**src/rtl/rcrx_defs.svh**
```systemverilog
// constants for the remote-control receive data path
`ifndef RCRX_DEFS_SVH
`define RCRX_DEFS_SVH
`define RCRX_ZERO8 8'h00
`define RCRX_BITS_PER_BYTE 8'h08
`define RCRX_LAST_BIT 8'h07
`define RCRX_MSB 7
`define RCRX_CNT_ONE 8'h01
`define RCRX_CNT_MAX 8'hFF
`define RCRX_FIFO_DEPTH 16
`define RCRX_FIFO_WIDTH 8
`define RCRX_END_SCALE 8'h10
`endif

```
**src/rtl/rcrx_pkg.sv**
```systemverilog
// types for the remote-control receive data path
package rcrx_pkg;
    // compare settings from software
    typedef struct packed {
        logic [7:0] guide_high_min;
        logic [7:0] guide_high_max;
        logic [7:0] guide_low_min;
        logic [7:0] guide_low_max;
        logic [7:0] data_low_min;
        logic [7:0] data_low_max;
        logic [7:0] zero_high_min;
        logic [7:0] zero_high_max;
        logic [7:0] one_high_min;
        logic [7:0] one_high_max;
        logic [7:0] end_width_select;
    } rcrx_cfg_t;
    // event strobes
    typedef struct packed {
        logic rx_error_event;
        logic data_full_event;
        logic rx_end_event;
    } rcrx_evt_t;
    typedef enum logic [4:0] {
        RCRX_IDLE = 5'b0_0001,
        RCRX_GLOW = 5'b0_0010,
        RCRX_GHIGH = 5'b0_0100,
        RCRX_DLOW = 5'b0_1000,
        RCRX_DHIGH = 5'b1_0000
    } rcrx_state_t;
endpackage : rcrx_pkg

```
**src/rtl/rcrx_top.sv**
```systemverilog
// remote-control receive data path with byte fifo
`timescale 1ns/10ps
`default_nettype none
`include "rcrx_defs.svh"

// Notes on behaviour
// [RULE1] only type A frames with guide pulse
// [RULE2] new bit enters bit 7, shifts down
// [RULE3] shift register clears on reset, disable, error, full, read
// [RULE4] software reads shift register only after end
// [RULE5] full byte copied to holding register, cleared
// [RULE6] data-full event same cycle as copy
// [RULE7] holding register overwritten by next byte
// [RULE8] bit counter counts bits, wraps 07H to 00H
// [RULE9] bit counter clears on reset, disable, error, read
// [RULE10] software reads counter first after end event
// [RULE11] guide high valid when min <= width < max
// [RULE12] guide high settings 8-bit, writable, reset 00H
// [RULE13] zero bit when zero-high window matches
// [RULE14] one bit when one-high window matches
// [RULE15] software disables before changing settings
// [RULE16] width counter restarts at each input edge
// [RULE17] out-of-window width errors, back to idle

// ********************************************************
// byte fifo
// ********************************************************
module rcrx_fifo #(
    parameter int WIDTH = `RCRX_FIFO_WIDTH,
    parameter int DEPTH = `RCRX_FIFO_DEPTH
) (
    input wire logic i_clk,
    input wire logic i_rstn,
    input wire logic i_flush,
    input wire logic i_in_valid,
    output logic o_in_ready,
    input wire logic [WIDTH-1:0] i_in_data,
    output logic o_out_valid,
    input wire logic i_out_ready,
    output logic [WIDTH-1:0] o_out_data
);
    localparam int AW = $clog2(DEPTH);
    logic [WIDTH-1:0] mem [DEPTH];
    logic [AW-1:0] wp_r;
    logic [AW-1:0] rp_r;
    logic [AW:0] cnt_r;
    logic push;
    logic pop;
    assign o_in_ready = (cnt_r != (AW+1)'(DEPTH));
    assign o_out_valid = (cnt_r != '0);
    assign o_out_data = mem[rp_r];
    assign push = i_in_valid && o_in_ready;
    assign pop = o_out_valid && i_out_ready;
    always_ff @(posedge i_clk) begin
        if (push) begin
            mem[wp_r] <= i_in_data;
        end
    end
    always_ff @(posedge i_clk or negedge i_rstn) begin
        if (!i_rstn) begin
            wp_r <= '0;
            rp_r <= '0;
            cnt_r <= '0;
        end else if (i_flush) begin
            wp_r <= '0;
            rp_r <= '0;
            cnt_r <= '0;
        end else begin
            if (push) begin
                wp_r <= (wp_r == AW'(DEPTH-1)) ? '0 : wp_r + 1'b1;
            end
            if (pop) begin
                rp_r <= (rp_r == AW'(DEPTH-1)) ? '0 : rp_r + 1'b1;
            end
            cnt_r <= cnt_r + (AW+1)'(push) - (AW+1)'(pop);
        end
    end
endmodule : rcrx_fifo

// ********************************************************
// receiver top
// ********************************************************
module rcrx_top (
    input wire logic I_CLK,
    input wire logic I_RSTN,
    input wire logic I_RX_PIN,
    input wire logic I_RECEPTION_ENABLE,
    input wire logic I_INPUT_INVERT,
    input wire rcrx_pkg::rcrx_cfg_t I_CFG,
    input wire logic I_SHIFT_RD,
    input wire logic I_FIFO_RD,
    output logic [7:0] O_RX_SHIFT_REG,
    output logic [7:0] O_RX_DATA_HOLD,
    output logic [7:0] O_RX_BIT_COUNT,
    output logic O_FIFO_VALID,
    output logic [7:0] O_FIFO_DATA,
    output logic O_FIFO_OVERRUN,
    output rcrx_pkg::rcrx_evt_t O_EVT
);
    import rcrx_pkg::*;

    // ****************************************************
    // input synchroniser and edge detect
    // ****************************************************
    logic sync1_r;
    logic sync2_r;
    logic lvl_r;
    logic edge_w;
    logic lvl_w;
    always_ff @(posedge I_CLK or negedge I_RSTN) begin
        if (!I_RSTN) begin
            sync1_r <= 1'b0;
            sync2_r <= 1'b0;
            lvl_r <= 1'b0;
        end else begin
            sync1_r <= I_RX_PIN;
            sync2_r <= sync1_r;
            lvl_r <= lvl_w;
        end
    end
    assign lvl_w = sync2_r ^ I_INPUT_INVERT;
    assign edge_w = I_RECEPTION_ENABLE && (lvl_w != lvl_r);

    function automatic logic in_win(input logic [7:0] v,
                                    input logic [7:0] lo,
                                    input logic [7:0] hi);
        in_win = (v >= lo) && (v < hi);
    endfunction : in_win

    // ****************************************************
    // width counter
    // ****************************************************
    logic [7:0] width_r;
    logic [11:0] end_cnt_r;
    logic end_hit;
    always_ff @(posedge I_CLK or negedge I_RSTN) begin
        if (!I_RSTN) begin
            width_r <= `RCRX_ZERO8;
        end else if (!I_RECEPTION_ENABLE || edge_w) begin
            width_r <= `RCRX_ZERO8; // see [RULE16]
        end else if (width_r != `RCRX_CNT_MAX) begin
            // saturates so a long level stays outside every window
            width_r <= width_r + `RCRX_CNT_ONE; // see [RULE16]
        end
    end
    // low level after last bit lasting end_width_select*16 ends frame
    assign end_hit = (end_cnt_r == {I_CFG.end_width_select, 4'h0})
                     && (I_CFG.end_width_select != `RCRX_ZERO8);

    // ****************************************************
    // frame state machine
    // ****************************************************
    rcrx_state_t state_r;
    rcrx_state_t state_nxt;
    logic bit_ok;
    logic bit_val;
    logic err_w;
    logic end_w;
    logic ended_r;
    always_comb begin
        state_nxt = state_r;
        bit_ok = 1'b0;
        bit_val = 1'b0;
        err_w = 1'b0;
        end_w = 1'b0;
        case (state_r)
            RCRX_IDLE: begin
                if (edge_w && lvl_w) begin
                    state_nxt = RCRX_GHIGH; // see [RULE1]
                end
            end
            RCRX_GHIGH: begin
                if (edge_w) begin
                    if (in_win(width_r, I_CFG.guide_high_min, // see [RULE12]
                               I_CFG.guide_high_max)) begin
                        state_nxt = RCRX_GLOW; // see [RULE11]
                    end else begin
                        err_w = 1'b1; // see [RULE17]
                        state_nxt = RCRX_IDLE;
                    end
                end
            end
            RCRX_GLOW: begin
                if (edge_w) begin
                    if (in_win(width_r, I_CFG.guide_low_min,
                               I_CFG.guide_low_max)) begin
                        state_nxt = RCRX_DHIGH;
                    end else begin
                        err_w = 1'b1; // see [RULE17]
                        state_nxt = RCRX_IDLE;
                    end
                end
            end
            RCRX_DHIGH: begin
                if (edge_w) begin
                    if (in_win(width_r, I_CFG.zero_high_min,
                               I_CFG.zero_high_max)) begin
                        bit_ok = 1'b1; // see [RULE13]
                        state_nxt = RCRX_DLOW;
                    end else if (in_win(width_r, I_CFG.one_high_min,
                                        I_CFG.one_high_max)) begin
                        bit_ok = 1'b1; // see [RULE14]
                        bit_val = 1'b1;
                        state_nxt = RCRX_DLOW;
                    end else begin
                        err_w = 1'b1; // see [RULE17]
                        state_nxt = RCRX_IDLE;
                    end
                end
            end
            RCRX_DLOW: begin
                if (end_hit) begin
                    end_w = 1'b1;
                    state_nxt = RCRX_IDLE;
                end else if (edge_w) begin
                    if (in_win(width_r, I_CFG.data_low_min,
                               I_CFG.data_low_max)) begin
                        state_nxt = RCRX_DHIGH;
                    end else begin
                        err_w = 1'b1; // see [RULE17]
                        state_nxt = RCRX_IDLE;
                    end
                end
            end
            default: begin
                state_nxt = RCRX_IDLE;
            end
        endcase
    end
    always_ff @(posedge I_CLK or negedge I_RSTN) begin
        if (!I_RSTN) begin
            state_r <= RCRX_IDLE;
        end else if (!I_RECEPTION_ENABLE) begin
            state_r <= RCRX_IDLE;
        end else begin
            state_r <= state_nxt;
        end
    end
    always_ff @(posedge I_CLK or negedge I_RSTN) begin
        if (!I_RSTN) begin
            end_cnt_r <= 12'h000;
        end else if (state_r != RCRX_DLOW || edge_w) begin
            end_cnt_r <= 12'h000;
        end else if (end_cnt_r != 12'hFFF) begin
            end_cnt_r <= end_cnt_r + 12'h001;
        end
    end

    // ****************************************************
    // shift register, bit counter, holding register
    // ****************************************************
    logic [7:0] shift_nxt;
    logic full_w;
    logic rd_clear;
    assign shift_nxt = {bit_val, O_RX_SHIFT_REG[`RCRX_MSB:1]}; // see [RULE2]
    assign full_w = bit_ok && (O_RX_BIT_COUNT == `RCRX_LAST_BIT);
    // read after end clears; software keeps ordering, see [RULE4] [RULE10]
    assign rd_clear = I_SHIFT_RD && ended_r;
    always_ff @(posedge I_CLK or negedge I_RSTN) begin
        if (!I_RSTN) begin
            ended_r <= 1'b0;
        end else if (!I_RECEPTION_ENABLE || err_w) begin
            ended_r <= 1'b0;
        end else if (end_w) begin
            // a new end outranks a read in the same cycle
            ended_r <= 1'b1;
        end else if (rd_clear) begin
            ended_r <= 1'b0;
        end
    end
    always_ff @(posedge I_CLK or negedge I_RSTN) begin
        if (!I_RSTN) begin
            O_RX_SHIFT_REG <= `RCRX_ZERO8;
        end else if (!I_RECEPTION_ENABLE || err_w || full_w
                     || rd_clear) begin
            O_RX_SHIFT_REG <= `RCRX_ZERO8; // see [RULE3] [RULE5]
        end else if (bit_ok) begin
            O_RX_SHIFT_REG <= shift_nxt; // see [RULE2]
        end
    end
    always_ff @(posedge I_CLK or negedge I_RSTN) begin
        if (!I_RSTN) begin
            O_RX_BIT_COUNT <= `RCRX_ZERO8;
        end else if (!I_RECEPTION_ENABLE || err_w || rd_clear
                     || full_w) begin
            O_RX_BIT_COUNT <= `RCRX_ZERO8; // see [RULE9] [RULE8]
        end else if (bit_ok) begin
            O_RX_BIT_COUNT <= O_RX_BIT_COUNT + `RCRX_CNT_ONE; // see [RULE8]
        end
    end
    always_ff @(posedge I_CLK or negedge I_RSTN) begin
        if (!I_RSTN) begin
            O_RX_DATA_HOLD <= `RCRX_ZERO8;
        end else if (full_w) begin
            O_RX_DATA_HOLD <= shift_nxt; // see [RULE5] [RULE7]
        end
    end
    always_ff @(posedge I_CLK or negedge I_RSTN) begin
        if (!I_RSTN) begin
            O_EVT <= '0;
        end else begin
            O_EVT.rx_error_event <= err_w;
            O_EVT.data_full_event <= full_w; // see [RULE6]
            O_EVT.rx_end_event <= end_w;
        end
    end

    // ****************************************************
    // byte fifo loaded alongside the holding register
    // ****************************************************
    logic fifo_ready;
    logic fifo_valid;
    logic [7:0] fifo_data;
    rcrx_fifo #(.WIDTH(`RCRX_FIFO_WIDTH), .DEPTH(`RCRX_FIFO_DEPTH)) u_fifo (
        .i_clk(I_CLK),
        .i_rstn(I_RSTN),
        .i_flush(!I_RECEPTION_ENABLE),
        .i_in_valid(full_w),
        .o_in_ready(fifo_ready),
        .i_in_data(shift_nxt),
        .o_out_valid(fifo_valid),
        .i_out_ready(I_FIFO_RD && O_FIFO_VALID),
        .o_out_data(fifo_data)
    );
    always_ff @(posedge I_CLK or negedge I_RSTN) begin
        if (!I_RSTN) begin
            O_FIFO_VALID <= 1'b0;
            O_FIFO_DATA <= `RCRX_ZERO8;
            O_FIFO_OVERRUN <= 1'b0;
        end else begin
            O_FIFO_VALID <= fifo_valid && !(I_FIFO_RD && O_FIFO_VALID);
            O_FIFO_DATA <= fifo_data;
            if (!I_RECEPTION_ENABLE) begin
                O_FIFO_OVERRUN <= 1'b0;
            end else if (full_w && !fifo_ready) begin
                O_FIFO_OVERRUN <= 1'b1;
            end
        end
    end
endmodule : rcrx_top
`default_nettype wire

```
**config.mk**
```make
export PLATFORM = sky130hd
export DESIGN_NAME = rcrx_top
export DESIGN_NICKNAME = d
export VERILOG_FILES = /design/src/rtl/rcrx_pkg.sv /design/src/rtl/rcrx_top.sv
export VERILOG_INCLUDE_DIRS = /design/src /design/src/rtl
export SDC_FILE = /design/constraint.sdc
export NUM_CORES = 1
export LEC_CHECK = 0
export BUFFER_PORTS_ARGS = -buffer_cell sky130_fd_sc_hd__buf_2
export CAP_MARGIN = 15
export CORE_AREA = 2 2 151 153
export DETAILED_ROUTE_END_ITERATION = 6
export DIE_AREA = 0 0 153 155
export PLACE_DENSITY = 0.68
export SETUP_SLACK_MARGIN = 0.2
export SYNTH_ARGS = -nofsm -noshare
export SYNTH_HDL_FRONTEND = slang
export SYNTH_HIERARCHICAL = 1
export SYNTH_SLANG_ARGS = --single-unit
```
**constraint.sdc**
```tcl
create_clock -name I_CLK -period 5.75 [get_ports I_CLK]
set_clock_uncertainty 0.1 [all_clocks]
set_input_delay 0.2875 -clock I_CLK [delete_from_list [all_inputs] [get_ports I_CLK]]
set_output_delay 0.2875 -clock I_CLK [all_outputs]
set_load 0.05 [all_outputs]
```
==> results of run 1 <==
-- worst max-delay path by stage --
stage	startpoint	to	slack, ps	cells after the start
2_1_floorplan	width_r[6]$_DFFE_PN0P_	u_fifo/cnt_r[4]$_DFF_PN0_	1850	18
3_3_place_gp	width_r[6]$_DFFE_PN0P_	u_fifo/cnt_r[4]$_DFF_PN0_	1160	17
3_5_place_dp	width_r[6]$_DFFE_PN0P_	u_fifo/cnt_r[4]$_DFF_PN0_	1050	17
4_1_cts	width_r[6]$_DFFE_PN0P_	u_fifo/cnt_r[4]$_DFF_PN0_	1000	17
5_1_grt	width_r[6]$_DFFE_PN0P_	u_fifo/cnt_r[4]$_DFF_PN0_	630	17
6_report	width_r[6]$_DFFE_PN0P_	u_fifo/cnt_r[4]$_DFF_PN0_	1030	17
-- flip-flops by register name, indices dropped and copies added (netlist names), 5 cells and up --
register	flops
width_r	8
u_fifo/cnt_r	5
end_cnt_r	12
u_fifo/mem	128
O_RX_BIT_COUNT	8
O_RX_DATA_HOLD	8
state_r	5
O_RX_SHIFT_REG	8
O_FIFO_DATA	8
-- logic make-up after synthesis --
kind of cell,synth area share (%)
mux,8.26
buf+inv,4.86
flops,53.7
xor+xnor,2.50
fa+ha+maj,10.6
simple gates,11.3
compound gates,8.85
-- Yosys cell counts (13+ instances only) --
cell type / number
sky130_fd_sc_hd__nand2_1: 34
sky130_fd_sc_hd__xnor2_1: 13
sky130_fd_sc_hd__nor2_1: 67
sky130_fd_sc_hd__inv_1: 95
sky130_fd_sc_hd__nor3_1: 15
sky130_fd_sc_hd__a21oi_1: 37
sky130_fd_sc_hd__o21ai_0: 28
sky130_fd_sc_hd__mux4_2: 15
sky130_fd_sc_hd__and2_1: 16
sky130_fd_sc_hd__mux2i_1: 43
sky130_fd_sc_hd__edfxtp_1: 128
sky130_fd_sc_hd__dfrtp_1: 78
sky130_fd_sc_hd__xor2_1: 18
sky130_fd_sc_hd__nand3_1: 29
sky130_fd_sc_hd__ha_1: 90
-- metrics by stage --
stage,setup WS [ps],cells
3_5_place_dp,1050,1285
5_1_grt,630,1329
3_3_place_gp,1160,1285
6_report,1030,1329
2_1_floorplan,1850,882
4_1_cts,1000,1328
-- what timing repair did --
item                       in CTS  in global routing
buffers inserted                0                  0
setup endpoints to repair       0                  0
hold buffers                    3                  0
hold endpoints to repair       10                  0
-- worst reg2reg max path: cells and delay by family (launching register included) --
family                   cells  cell delay, ps
flip-flops                   1             680
AND/OR/NAND/NOR              5            1270
adder cells (fa/ha/maj)      4            1240
AO/OA/AOI/OAI                5             960
buffers and inverters        3             330
-- power groups by stage --
| stage | Sequential [mW] | Clock (mW) | Combinational [mW] |
|---|---|---|---|
| final | 1.67 | 1.38 | 0.457 |
| after global routing | 1.68 | 1.46 | 0.512 |
| after CTS | 1.67 | 1.41 | 0.462 |
| after detailed placement | 1.70 | 0 | 0.457 |
| after global placement | 1.70 | 0 | 0.447 |
| after floorplan | 1.70 | 0 | 0.355 |
-- routing by layer --
metal / vias to the layer above / GRT usage, % / part of all wire (%)
li1: 3528 / - / -
met4: 0 / 5.60 / 2.7
met5: - / 0 / 0
met3: 41 / 3.43 / 5.4
met1: 3490 / 25.0 / 42
met2: 205 / 35.7 / 50
-- cell type report --
class                      instances  area (sq um)
fill                            1857          9730
sequential                       207          5820
multi-input combinational        559          4510
timing repair buffer             142           746
clock buffer                      30           601
inverter                          96           360
tap                              285           357
clock inverter                    10           106
==> results, run 1 <==
- The transition time of the tightest slew-check pin is 991 ps.
- The most repeated library cell on the critical path is sky130_fd_sc_hd__ha_1.
- The synthesized netlist occupies a cell area of about 11,000 sq um.
- The total congestion overflow is 0.
- The proportion of power drawn by the clock network is 39.3%.
- The clock period could shrink to 4720 ps.
- Counting flops and latches in the post-synthesis netlist gives approximately 210.
- The accumulated negative setup slack is 0 ps.
- The analysis attributes to net switching a power of about 0.86 mW.
- The initial antenna violation count was 0.
- The global-route usage over all layers is 19.9%.
- By area the synthesized netlist is led by sky130_fd_sc_hd__edfxtp_1, sky130_fd_sc_hd__dfrtp_1, sky130_fd_sc_hd__ha_1.
- For this run, design rule violations remaining after detail routing come to 0.
- The detailed-router iteration count before antenna repair is 5.
- The final design area excluding fillers is around 12,000 sq um.
- At the end of the flow, the number of nets in the layout was between 1,000 and 1,500.
- The sum of routed wire length over all layers is 23.3 mm.
- For this design the top-level I/O count stands at 132.
- Cells fill 56.2% of the core in the end.
- Relative to the synthesized area, the layout overhead comes to 15.2%.
- In this run the tool buffered the top-level ports with 131 buffer cells.
- The max-slew violation count came to 0.
- The terminus of the critical flop-to-flop path is u_fifo/cnt_r[4]$_DFF_PN0_.
- The kind of critical path is reg2reg.
- The critical path launch point type is a flop.
- For this run, the leading register cell type out of synthesis is sky130_fd_sc_hd__edfxtp_1.
- The area enclosed by the die boundary is 23,700 sq um.
- The critical path's slowest cell is sky130_fd_sc_hd__dfrtp_1.
- In this run the power density over the cells is between 200 and 300 nW/um^2.
- Setup violations remaining at the end of the flow were counted as 0.
- The number of enable-type register cells in the synthesized netlist is 128.
- The switching power as a share of total power is 24.7%.
- The run finished with clean final reports.
- The signal on the critical path passes through ha_1 -> and4_1 -> a221o_1 -> a21o_1 -> o22ai_1 -> buf_4 -> and3_1 -> nand2_1 -> ha_1 -> inv_1 -> ha_1 -> inv_1 -> fa_1 -> nor2b_1 -> o21bai_1 -> a21oi_1 -> nor3b_1.
- The clock tree from TritonCTS is yes.
- The internal portion of the total power is 2.64 mW.
- The tool flagged a number of max-cap violations equal to 0.
- Of all nets on the critical path, the largest fanout is 14.
- The number of vias per cell is 5.47.
- After synthesis, the share of flip-flops with an asynchronous set or reset is a little under two fifths.
- The logic gate share of total power is a little over an eighth.
- The total power of the final layout is about 3.5 mW.
- The number of global-route vias before repair came to 7,342.
- In this run the number of H-tree levels came out at 1.
- The worst setup slack for register-to-register paths is 1030 ps.
- The max-slew headroom at the worst pin is 34.0%.
- The clock latency on the worst-skew pair is 500 ps.
- The fraction of layout instances using a drive strength above 1 is 20.1%.
- The core region is 22,200 sq um.
- The number of cells on the worst reg-to-reg path is 17.
- The number of buffers on the longest clock path is 3.
- The initial core utilization is 48.8%.
- Hold is met by 35.0 ps.
- The total number of yosys warnings is 6.
- The register share of total power is a little under half.
- The critical path contains buffers and inverters numbering 3 combined.
- The width of the chip is 153 um.
- Grouping stages by cell kind, the critical path spends the most delay in simple AND/OR/NAND/NOR gates.
- The number of instances in the synthesized netlist is approximately 880.
- The maximum number of pins on one net before global-route repair is 72.
- The number of clock buffers added by TritonCTS is 22.
- The maximum vdd ir drop is 0.000196 V.
- Data on the critical path is required at its endpoint by 6010 ps.
- The maximum single-stage delay on the critical path is between 600 and 700 ps.
- The number of DRC markers after the initial detailed-route iteration is between 400 and 500.
- The total via count after detailed routing is 7,264.
- Dividing the detail-routed wire length by the instance count gives 17.5 um.
- Sequential elements use 53.7% of the synthesized area.
- The number of hold violations in the final report came to 0.
- Yosys mapped the design onto 71 distinct sky130hd cell types.
- After legalization and detailed placement, the total HPWL measured 16.4 mm.
- The worst hold path belongs to the class in2reg.
- The launch point of the worst reg-to-reg path is width_r[6]$_DFFE_PN0P_.
- Once placement finished, the instance area stood at 11,800 sq um.
- The top cell types in the final layout, fill and taps aside, are sky130_fd_sc_hd__buf_2, sky130_fd_sc_hd__edfxtp_1, sky130_fd_sc_hd__inv_1, sky130_fd_sc_hd__ha_1, sky130_fd_sc_hd__dfrtp_1.
- The static leakage is 5.54 nW.
- The average cell area after synthesis is 12.3 sq um.
- The remaining number of nets flagged by the antenna check after routing is 0.
- The clock sink total is 207.
- Setup repair after global routing left no endpoint under its margin.
- Timing would allow up to 0.212 GHz.
- At the worst endpoint, the arrival time is 4980 ps.
- Dividing the final minimum period by the clock period gives 82.1%.
- The top cell type by area accounts for 35.4% of the synthesized area.
- The floorplan has 55 rows.
- The first global-routing pass estimated approximately 38 mm of wire.
- The total inserted antenna cells is 0.
- Clock tree synthesis selected as its root buffer the cell sky130_fd_sc_hd__clkbuf_16.
- The most common library cell in the layout ignoring fill and taps is sky130_fd_sc_hd__buf_2.
- The start point of the worst min-delay path is I_FIFO_RD.
- Routability-driven placement finished with a final weighted congestion of 0.818.
- The clock-pin slew of the registers on the worst-case setup and hold paths is 60 ps.
- Of all cell types, the one taking the most synthesized area is sky130_fd_sc_hd__edfxtp_1.
- The synthesized net count is 1,068.
- The endpoint kind of the worst setup timing path is a flop.
- The y dimension of the die is 155 um.
- The number of cells upsized or downsized after cts is 0.
- The worst hold path passes through 3 cells.
- The endpoint with the worst hold slack is O_FIFO_VALID$_DFF_PN0_.
No activity file was read; power rests on OpenSTA's default activity.
==> run 2, diff against run 1 <==
PLACE_DENSITY = 0.71   (was 0.68)
clock period = 3.9 ns   (was 5.75 ns; I/O delays follow)
==> run 2 against run 1 <==
  * Cell count grew 1.9%
  * Combinational power rose by 46%
  * Register-to-register slack lost 670 ps
  * Worst hold slack better by 120 ps
  * Count of clock-buffer cells in the layout down 1
  * First-iteration DRC count fell by 30%
  * Sequential share of layout area fell by 0.94 points
  * Total power increased by 45%
  * Maximum frequency rose by 33%
  * Critical endpoint unchanged
  * Critical path type unchanged
  * Largest cell class unchanged
==> results, run 2 (synthesis results as in run 1) <==
- The run finished with clean final reports.
- The required time at the endpoint of the critical path is 4180 ps.
- At the end of the flow the core is filled with cells to a little under three fifths.
- The power density relative to cell area is a little under 400 nW/um^2.
- Row generation in the floorplan step produced 55 rows.
- The final critical path takes up 90.9% of the cycle.
- The largest registers in the layout are u_fifo/mem (128), end_cnt_r (12).
- The first global-routing pass estimated about 38 mm of wire.
- Once detailed placement completed, the half-perimeter wirelength came to 16.6 mm.
- Counting along the longest clock path gives a buffer depth of 3.
- At the pin with the least slew margin, the transition time is 1090 ps.
- After detailed placement, the total cell area comes to about 12,000 sq um.
- The number of max-cap violations is 0.
- The final design area excluding fillers is 12,800 sq um.
- The worst register-to-register path has a setup slack of around 360 ps.
- The most heavily used metal layer in global routing is met2.
- The number of global-route vias before repair was 7,269.
- Clock latency on the worst-skew pair, taken at its later pin, is 510 ps.
- In this run the worst path has a maximum fanout of 7.
- The maximum vdd ir drop is 0.000235 V.
- The logic gate share of total power is about an eighth.
- Clock tree synthesis found a total of between 200 and 250 sinks.
- Setup violations remaining at the end of the flow were counted as 0.
- The final critical path time including I/O delays and setup is 3540 ps.
- At the end of the flow, the number of nets in the layout was 1,239.
- The initial utilization of the core area, before any placement, comes to 48.8%.
- The number of port buffers is 131.
- In this run the critical register-to-register path is captured at u_fifo/cnt_r[4]$_DFF_PN0_.
- Relative to the synthesized area, the layout overhead comes to 17.7%.
- The floorplan step defined a core boundary enclosing 22,200 sq um.
- The min-delay analysis places its worst path in the category in2async.
- STA classifies the critical path endpoint as a flop.
- The met2 usage is 34.3%.
- The total congestion overflow is 0.
- The y dimension of the die is 155 um.
- The combined area of the multi-input logic cells is 4580 sq um.
- The switching power as a share of total power is 24.1%.
- The register with the most flip-flops in the layout has ~130 of them.
- After detailed routing, the number of remaining DRC violations is 0.
- The area enclosed by the die boundary is ~24,000 sq um.
- The routed design has 23.2 mm of wire.
- The clock tree from TritonCTS is yes.
- The clock-pin slew of the registers on the worst-case setup and hold paths is approximately 60 ps.
- The per-cell routed wire length is between 15 and 20 um.
- The tree is rooted in a sky130_fd_sc_hd__clkbuf_16.
- In this run the tightest slew margin relative to its limit is 26.6%.
- The fraction of layout instances using a drive strength above 1 is 22.8%.
- The number of hold violations in the final report was 0.
- The worst path arrival time is 3820 ps.
- The total clock buffers created by CTS is 22.
- The total via count after detailed routing is 7,373.
- The critical path launch point type is a flop.
- The total inserted antenna cells is 0.
- The cell-internal power is approximately 3.8 mW.
- The depth of the most critical reg-to-reg path is 16.
- The detailed-router iteration count before antenna repair is 4.
- Sequential cells account for between 40% and 50% of the total power.
- The global-route usage over all layers is 19.8%.
- The routing usage on met3 is ~3.5%.
- The accumulated negative setup slack is 0 ps.
- The die is about 150 um wide.
- The remaining number of nets flagged by the antenna check after routing is 0.
- The maximum number of pins on one net before global-route repair is 50.
- The startpoint identified for the worst register-to-register timing path is width_r[4]$_DFFE_PN0P_.
- Counting flops per register, the top entry is u_fifo/mem.
- The net switching power is 1.22 mW.
- Static timing analysis puts the maximum clock frequency at 0.282 GHz.
- The max-slew violation count is 0.
- Leaving out fill and tap cells, the most frequent cells in the layout are sky130_fd_sc_hd__buf_2, sky130_fd_sc_hd__edfxtp_1, sky130_fd_sc_hd__inv_1, sky130_fd_sc_hd__ha_1, sky130_fd_sc_hd__dfrtp_1.
- The analysis attributes to cell leakage a power of 5.66 nW.
- Setup repair after global routing left no endpoint under its margin.
- The I/O pin count is 132.
- The worst setup path is of the reg2reg kind.
- The number of filler instances in the final layout is 1,852.
- The number of vias per cell is 5.45.
- The clock network burns between 30 and 40% of the power.
- The area occupied by registers is 5830 sq um.
- The number of H-tree levels is 1.
- For this run, global-route usage on met1 was measured as 25.9%.
- The most common library cell in the layout ignoring fill and taps is sky130_fd_sc_hd__buf_2.
- The number of DRC markers after the initial detailed-route iteration is 316.
- The congestion estimate from routability-driven global placement came to 0.837.
- The initial antenna violation count is 0.
==> run 2: cell count changes in the layout (fill, tap and decap cells not counted), moves of 3 or more <==
cell / before / now
sky130_fd_sc_hd__buf_4: 8 / 30
sky130_fd_sc_hd__ha_1: 90 / 86
sky130_fd_sc_hd__dfrtp_2: 1 / 5
sky130_fd_sc_hd__dlygate4sd3_1: 3 / 6
sky130_fd_sc_hd__dfrtp_1: 77 / 73
sky130_fd_sc_hd__ha_4: 0 / 3
==> run 2: layout make-up <==
cell class	count	area share [%]
clock buffers	29	4.52
clock inverters	11	0.853
inverters	96	2.82
multi-input cells	559	35.9
flip-flops and latches	207	45.6
well taps	285	2.79
repair buffers	167	7.49
==> run 2: how the worst max path moves through the flow <==
stage                                      start                        end  depth (start not counted)
final                     width_r[4]$_DFFE_PN0P_  u_fifo/cnt_r[4]$_DFF_PN0_                         16
after global routing      width_r[4]$_DFFE_PN0P_  u_fifo/cnt_r[4]$_DFF_PN0_                         16
after CTS                 width_r[6]$_DFFE_PN0P_  u_fifo/cnt_r[4]$_DFF_PN0_                         16
after detailed placement  width_r[4]$_DFFE_PN0P_  u_fifo/cnt_r[4]$_DFF_PN0_                         16
after global placement    width_r[6]$_DFFE_PN0P_  u_fifo/cnt_r[4]$_DFF_PN0_                         17
after floorplan           width_r[7]$_DFFE_PN0P_  u_fifo/cnt_r[4]$_DFF_PN0_                         18
==> run 2: routing by layer <==
metal	vias to the layer above	routed length (um)
li1	3591	-
met1	3564	10100
met2	179	11300
met3	39	1200
met4	0	596
met5	-	0
==> run 2: power groups by stage <==
stage | Combinational, mW | Sequential [mW] | Clock [mW]
final | 0.665 | 2.42 | 1.97
after global routing | 0.748 | 2.43 | 2.11
after CTS | 0.652 | 2.43 | 2.02
after detailed placement | 0.641 | 2.47 | 0
after global placement | 0.624 | 2.47 | 0
after floorplan | 0.508 | 2.45 | 0
==> run 2: through the flow <==
step / hold WS, ps / power (mW) / setup WS, ps / std cells
4_1_cts: 149 / 5.10 / 240 / 1346
5_1_grt: 209 / 5.29 / 207 / 1354
2_1_floorplan: -201 / 2.96 / 217 / 882
6_report: 160 / 5.06 / 356 / 1354
3_5_place_dp: 184 / 3.11 / 153 / 1300
3_3_place_gp: 183 / 3.09 / 304 / 1300
==> run 2: repair_timing <==
action                                 4_1_cts  5_1_grt
resized for setup                            2        8
setup endpoints to repair                    1        1
endpoints found under the hold margin       51        0
hold buffers                                 6        0
pin swaps                                    0        5
buffers inserted                             0        8
==> run 2: critical path, cell delays in order, from the launching register on <==
cell                       delay [ps]
sky130_fd_sc_hd__dfrtp_2          460
sky130_fd_sc_hd__ha_1             280
sky130_fd_sc_hd__and4_1           210
sky130_fd_sc_hd__a221o_1          340
sky130_fd_sc_hd__a21o_1           180
sky130_fd_sc_hd__o22ai_2          210
sky130_fd_sc_hd__and3_4           230
sky130_fd_sc_hd__nand2_4           80
sky130_fd_sc_hd__ha_4             230
sky130_fd_sc_hd__inv_1             50
sky130_fd_sc_hd__ha_2             170
sky130_fd_sc_hd__inv_1             50
sky130_fd_sc_hd__fa_2             350
sky130_fd_sc_hd__nor2b_2          140
sky130_fd_sc_hd__o21bai_1         100
sky130_fd_sc_hd__a21oi_1          170
sky130_fd_sc_hd__nor3b_2           60
==> run 3, diff against run 2 <==
==> constraint.sdc (replaced) <==
create_clock -name I_CLK -period 3.9 [get_ports I_CLK]
set_clock_uncertainty 0.1 [all_clocks]
set_input_delay 0.78 -clock I_CLK [delete_from_list [all_inputs] [get_ports I_CLK]]
set_output_delay 0.78 -clock I_CLK [all_outputs]
set_load 0.05 [all_outputs]
==> run 3 against run 2 <==
  * Sequential power hardly changed
  * Critical path depth stayed put
  * Cell count is 0.59% lower
  * Count of clock-buffer cells in the layout is 2 higher
  * Critical endpoint unchanged
  * Highest routed layer unchanged
==> results, run 3 (synthesis results as in run 1) <==
- The flow ran to the end, and the final reports show no timing, DRC or antenna violations.
- STA puts the critical path data required time at 4170 ps.
- The critical path launch point type is a flop.
- The final layout contains routed wiring with a total length of between 20 and 25 mm.
- The accumulated negative setup slack is 0 ps.
- The clock sink total is 207.
- Measured along the x axis, the die boundary spans 153 um.
- The static leakage is roughly 5.6 nW.
- Detailed routing inserted a total of 7,391 vias.
- After filler insertion, the fill cell instance count of the layout stands at 1,805.
- In this run the worst path has a maximum fanout of 5.
- The floorplan has 55 rows.
- The register with the most flip-flops is u_fifo/mem.
- The number of H-tree levels is 1.
- The max-slew headroom at the worst pin is 39.4%.
- Summing all non-filler instances in the final layout gives an area of 12,800 sq um.
- After layout, the worst setup slack is roughly 390 ps.
- Across the VDD grid, the largest voltage drop is 0.000258 V.
- In this run the tool buffered the top-level ports with 131 buffer cells.
- The register with the most flip-flops in the layout has 128 of them.
- The transition time of the tightest slew-check pin is approximately 910 ps.
- The fraction of layout instances using a drive strength above 1 is 24.2%.
- The tool flagged a number of max-cap violations equal to 0.
- The global routing stage identified its most utilized layer as met2.
- The max-slew violation count is 0.
- The combined area of the multi-input logic cells is 4650 sq um.
- The total inserted antenna cells is 0.
- The final critical path time including I/O delays and setup is 3510 ps.
- The detailed-router iteration count before antenna repair is 5.
- The placed wire-length estimate after detailed placement is about 17 mm.
- The total congestion overflow is 0.
- During I/O placement, the number of pins put on the boundary was around 130.
- The worst path arrival time is about 3800 ps.
- Clock latency on the worst-skew pair, taken at its later pin, is 500 ps.
- Before CTS, the worst setup slack after placement is -10.9 ps.
- Global routing used 20.6% of the available tracks.
- The number of global-route vias before repair was around 7,400.
- The first global-routing pass estimated 38.9 mm of wire.
- The number of design rule violations left after detail routing is 0.
- In the layout the commonest cells are sky130_fd_sc_hd__buf_2, sky130_fd_sc_hd__edfxtp_1, sky130_fd_sc_hd__inv_1, sky130_fd_sc_hd__ha_1, sky130_fd_sc_hd__dfrtp_1.
- Dividing the detail-routed wire length by the instance count gives 17.8 um.
- The cell area reported after detailed placement is 12,100 sq um.
- The maximum number of pins on one net before global-route repair is 62.
- The initial antenna violation count is 0.
- The final standard cell utilization of the core is 57.7%.
- The endpoint kind of the worst setup timing path is a flop.
- Dividing total power by cell area gives a power density of between 400 and 500 nW/um^2.
- The class of the worst hold path is reg2reg.
- The area of the placeable core is 22,200 sq um.
- The maximum operating frequency is 0.285 GHz.
- In this run, the number of DRC markers left after iteration 0 of detailed routing was ~430.
- After clock tree synthesis, the setup repair step added 0 buffers.
- The layout overhead on the synthesized area is 18.2%.
- Setup repair after global routing left no endpoint under its margin.
- The clock root buffer is sky130_fd_sc_hd__clkbuf_16.
- The met1 usage is 26.5%.
- The number of hold violations in the final report is 0.
- The largest registers in the layout are u_fifo/mem (128), end_cnt_r (12).
- The clock-pin slew of the registers on the worst-case setup and hold paths is 60 ps.
- The placer congestion estimate is 0.870.
- The final number of setup-violating endpoints is 0.
- The net count of the finished layout is around 1,200.
- For this run, global-route usage on met3 was measured as 3.48%.
- The clock tree from TritonCTS is yes.
- The floorplan step set the die height to 155 um.
- The library cell used most frequently in the layout, excluding fill and tap cells, is sky130_fd_sc_hd__buf_2.
- The total power of the final layout is between 5 and 6 mW.
- No sink is reached through more buffers than the 3 on the longest clock path.
- The critical path is of the reg2reg type.
- Across the whole layout, storage elements account for 5830 sq um.
- Clock tree synthesis inserted a total of 22 buffers.
- The met2 usage is 36.4%.
- The area enclosed by the die boundary is 23,700 sq um.
- After detailed routing, the number of vias per cell comes to 5.49.
- After layout, the worst path uses about 90% of the clock period.
- The remaining number of nets flagged by the antenna check after routing is 0.
- The initial core utilization is between 40% and 50%.
==> run 3: cell types whose count changed in the layout (fill, tap and decap cells not counted), sizes merged <==
cell	previous run	this run
dlygate4sd3	6	0
clkinv	9	5
buf	161	158
clkbuf	29	32
bufinv	2	3
clkinvlp	0	1
==> run 3: critical path: stages (launching register included) <==
cell                       delay, ps
sky130_fd_sc_hd__dfrtp_1         520
sky130_fd_sc_hd__ha_4            250
sky130_fd_sc_hd__and4_1          190
sky130_fd_sc_hd__a221o_1         310
sky130_fd_sc_hd__a21o_1          180
sky130_fd_sc_hd__o22ai_2         210
sky130_fd_sc_hd__and3_4          250
sky130_fd_sc_hd__nand2_8          50
sky130_fd_sc_hd__ha_4            240
sky130_fd_sc_hd__inv_2            60
sky130_fd_sc_hd__ha_4            120
sky130_fd_sc_hd__inv_2            40
sky130_fd_sc_hd__fa_2            340
sky130_fd_sc_hd__nor2b_1         170
sky130_fd_sc_hd__o21bai_1        110
sky130_fd_sc_hd__a21oi_1         160
sky130_fd_sc_hd__nor3b_2          60
==> run 3: metrics by stage <==
| step | hold WS, ps | std cells |
|---|---|---|
| after floorplan | 231 | 882 |
| after detailed placement | 248 | 1305 |
| after global routing | 264 | 1346 |
| after global placement | 234 | 1305 |
| after CTS | 262 | 1345 |
| final | 259 | 1346 |
==> run 3: area by class of cell <==
class	instances	share of cell area, %
multi-input combinational	559	36.2
clock buffer	31	4.79
inverter	96	2.89
tap	285	2.78
clock inverter	9	1.03
sequential	207	45.4
timing repair buffer	159	6.85
==> run 3: what timing repair did <==
| item | 4_1_cts | 5_1_grt |
|---|---|---|
| resized for setup | 0 | 2 |
| endpoints found under the hold margin | 0 | 0 |
| endpoints found under the setup margin | 0 | 1 |
| hold buffers | 0 | 0 |
==> run 3: layer usage <==
layer,up-vias,share of wire (%)
li1,3563,-
met1,3598,42
met2,191,51
met3,39,5.3
met4,0,2.2
met5,-,0
==> run 3: where the power goes <==
group	total, mW	switching (mW)	leakage [nW]	internal [mW]
sequential	2.43	0.0822	2.17	2.35
combinational	0.656	0.339	3.11	0.317
clock	2.12	0.816	0.363	1.30
==> run 3: path summary, 6_finish.rpt <==
kind	from	end	slack, ps	cells after the start
worst max-delay path	width_r[4]$_DFFE_PN0P_	u_fifo/cnt_r[4]$_DFF_PN0_	390	16
max in group asynchronous	I_RSTN	state_r[0]$_DFFE_PN1P_	2650	2
worst min-delay path	sync1_r$_DFF_PN0_	sync2_r$_DFF_PN0_	260	0
worst min register to register	sync1_r$_DFF_PN0_	sync2_r$_DFF_PN0_	260	0
min in group asynchronous	I_RSTN	O_EVT[0]$_DFF_PN0_	270	1
worst max register to register	width_r[4]$_DFFE_PN0P_	u_fifo/cnt_r[4]$_DFF_PN0_	390	16
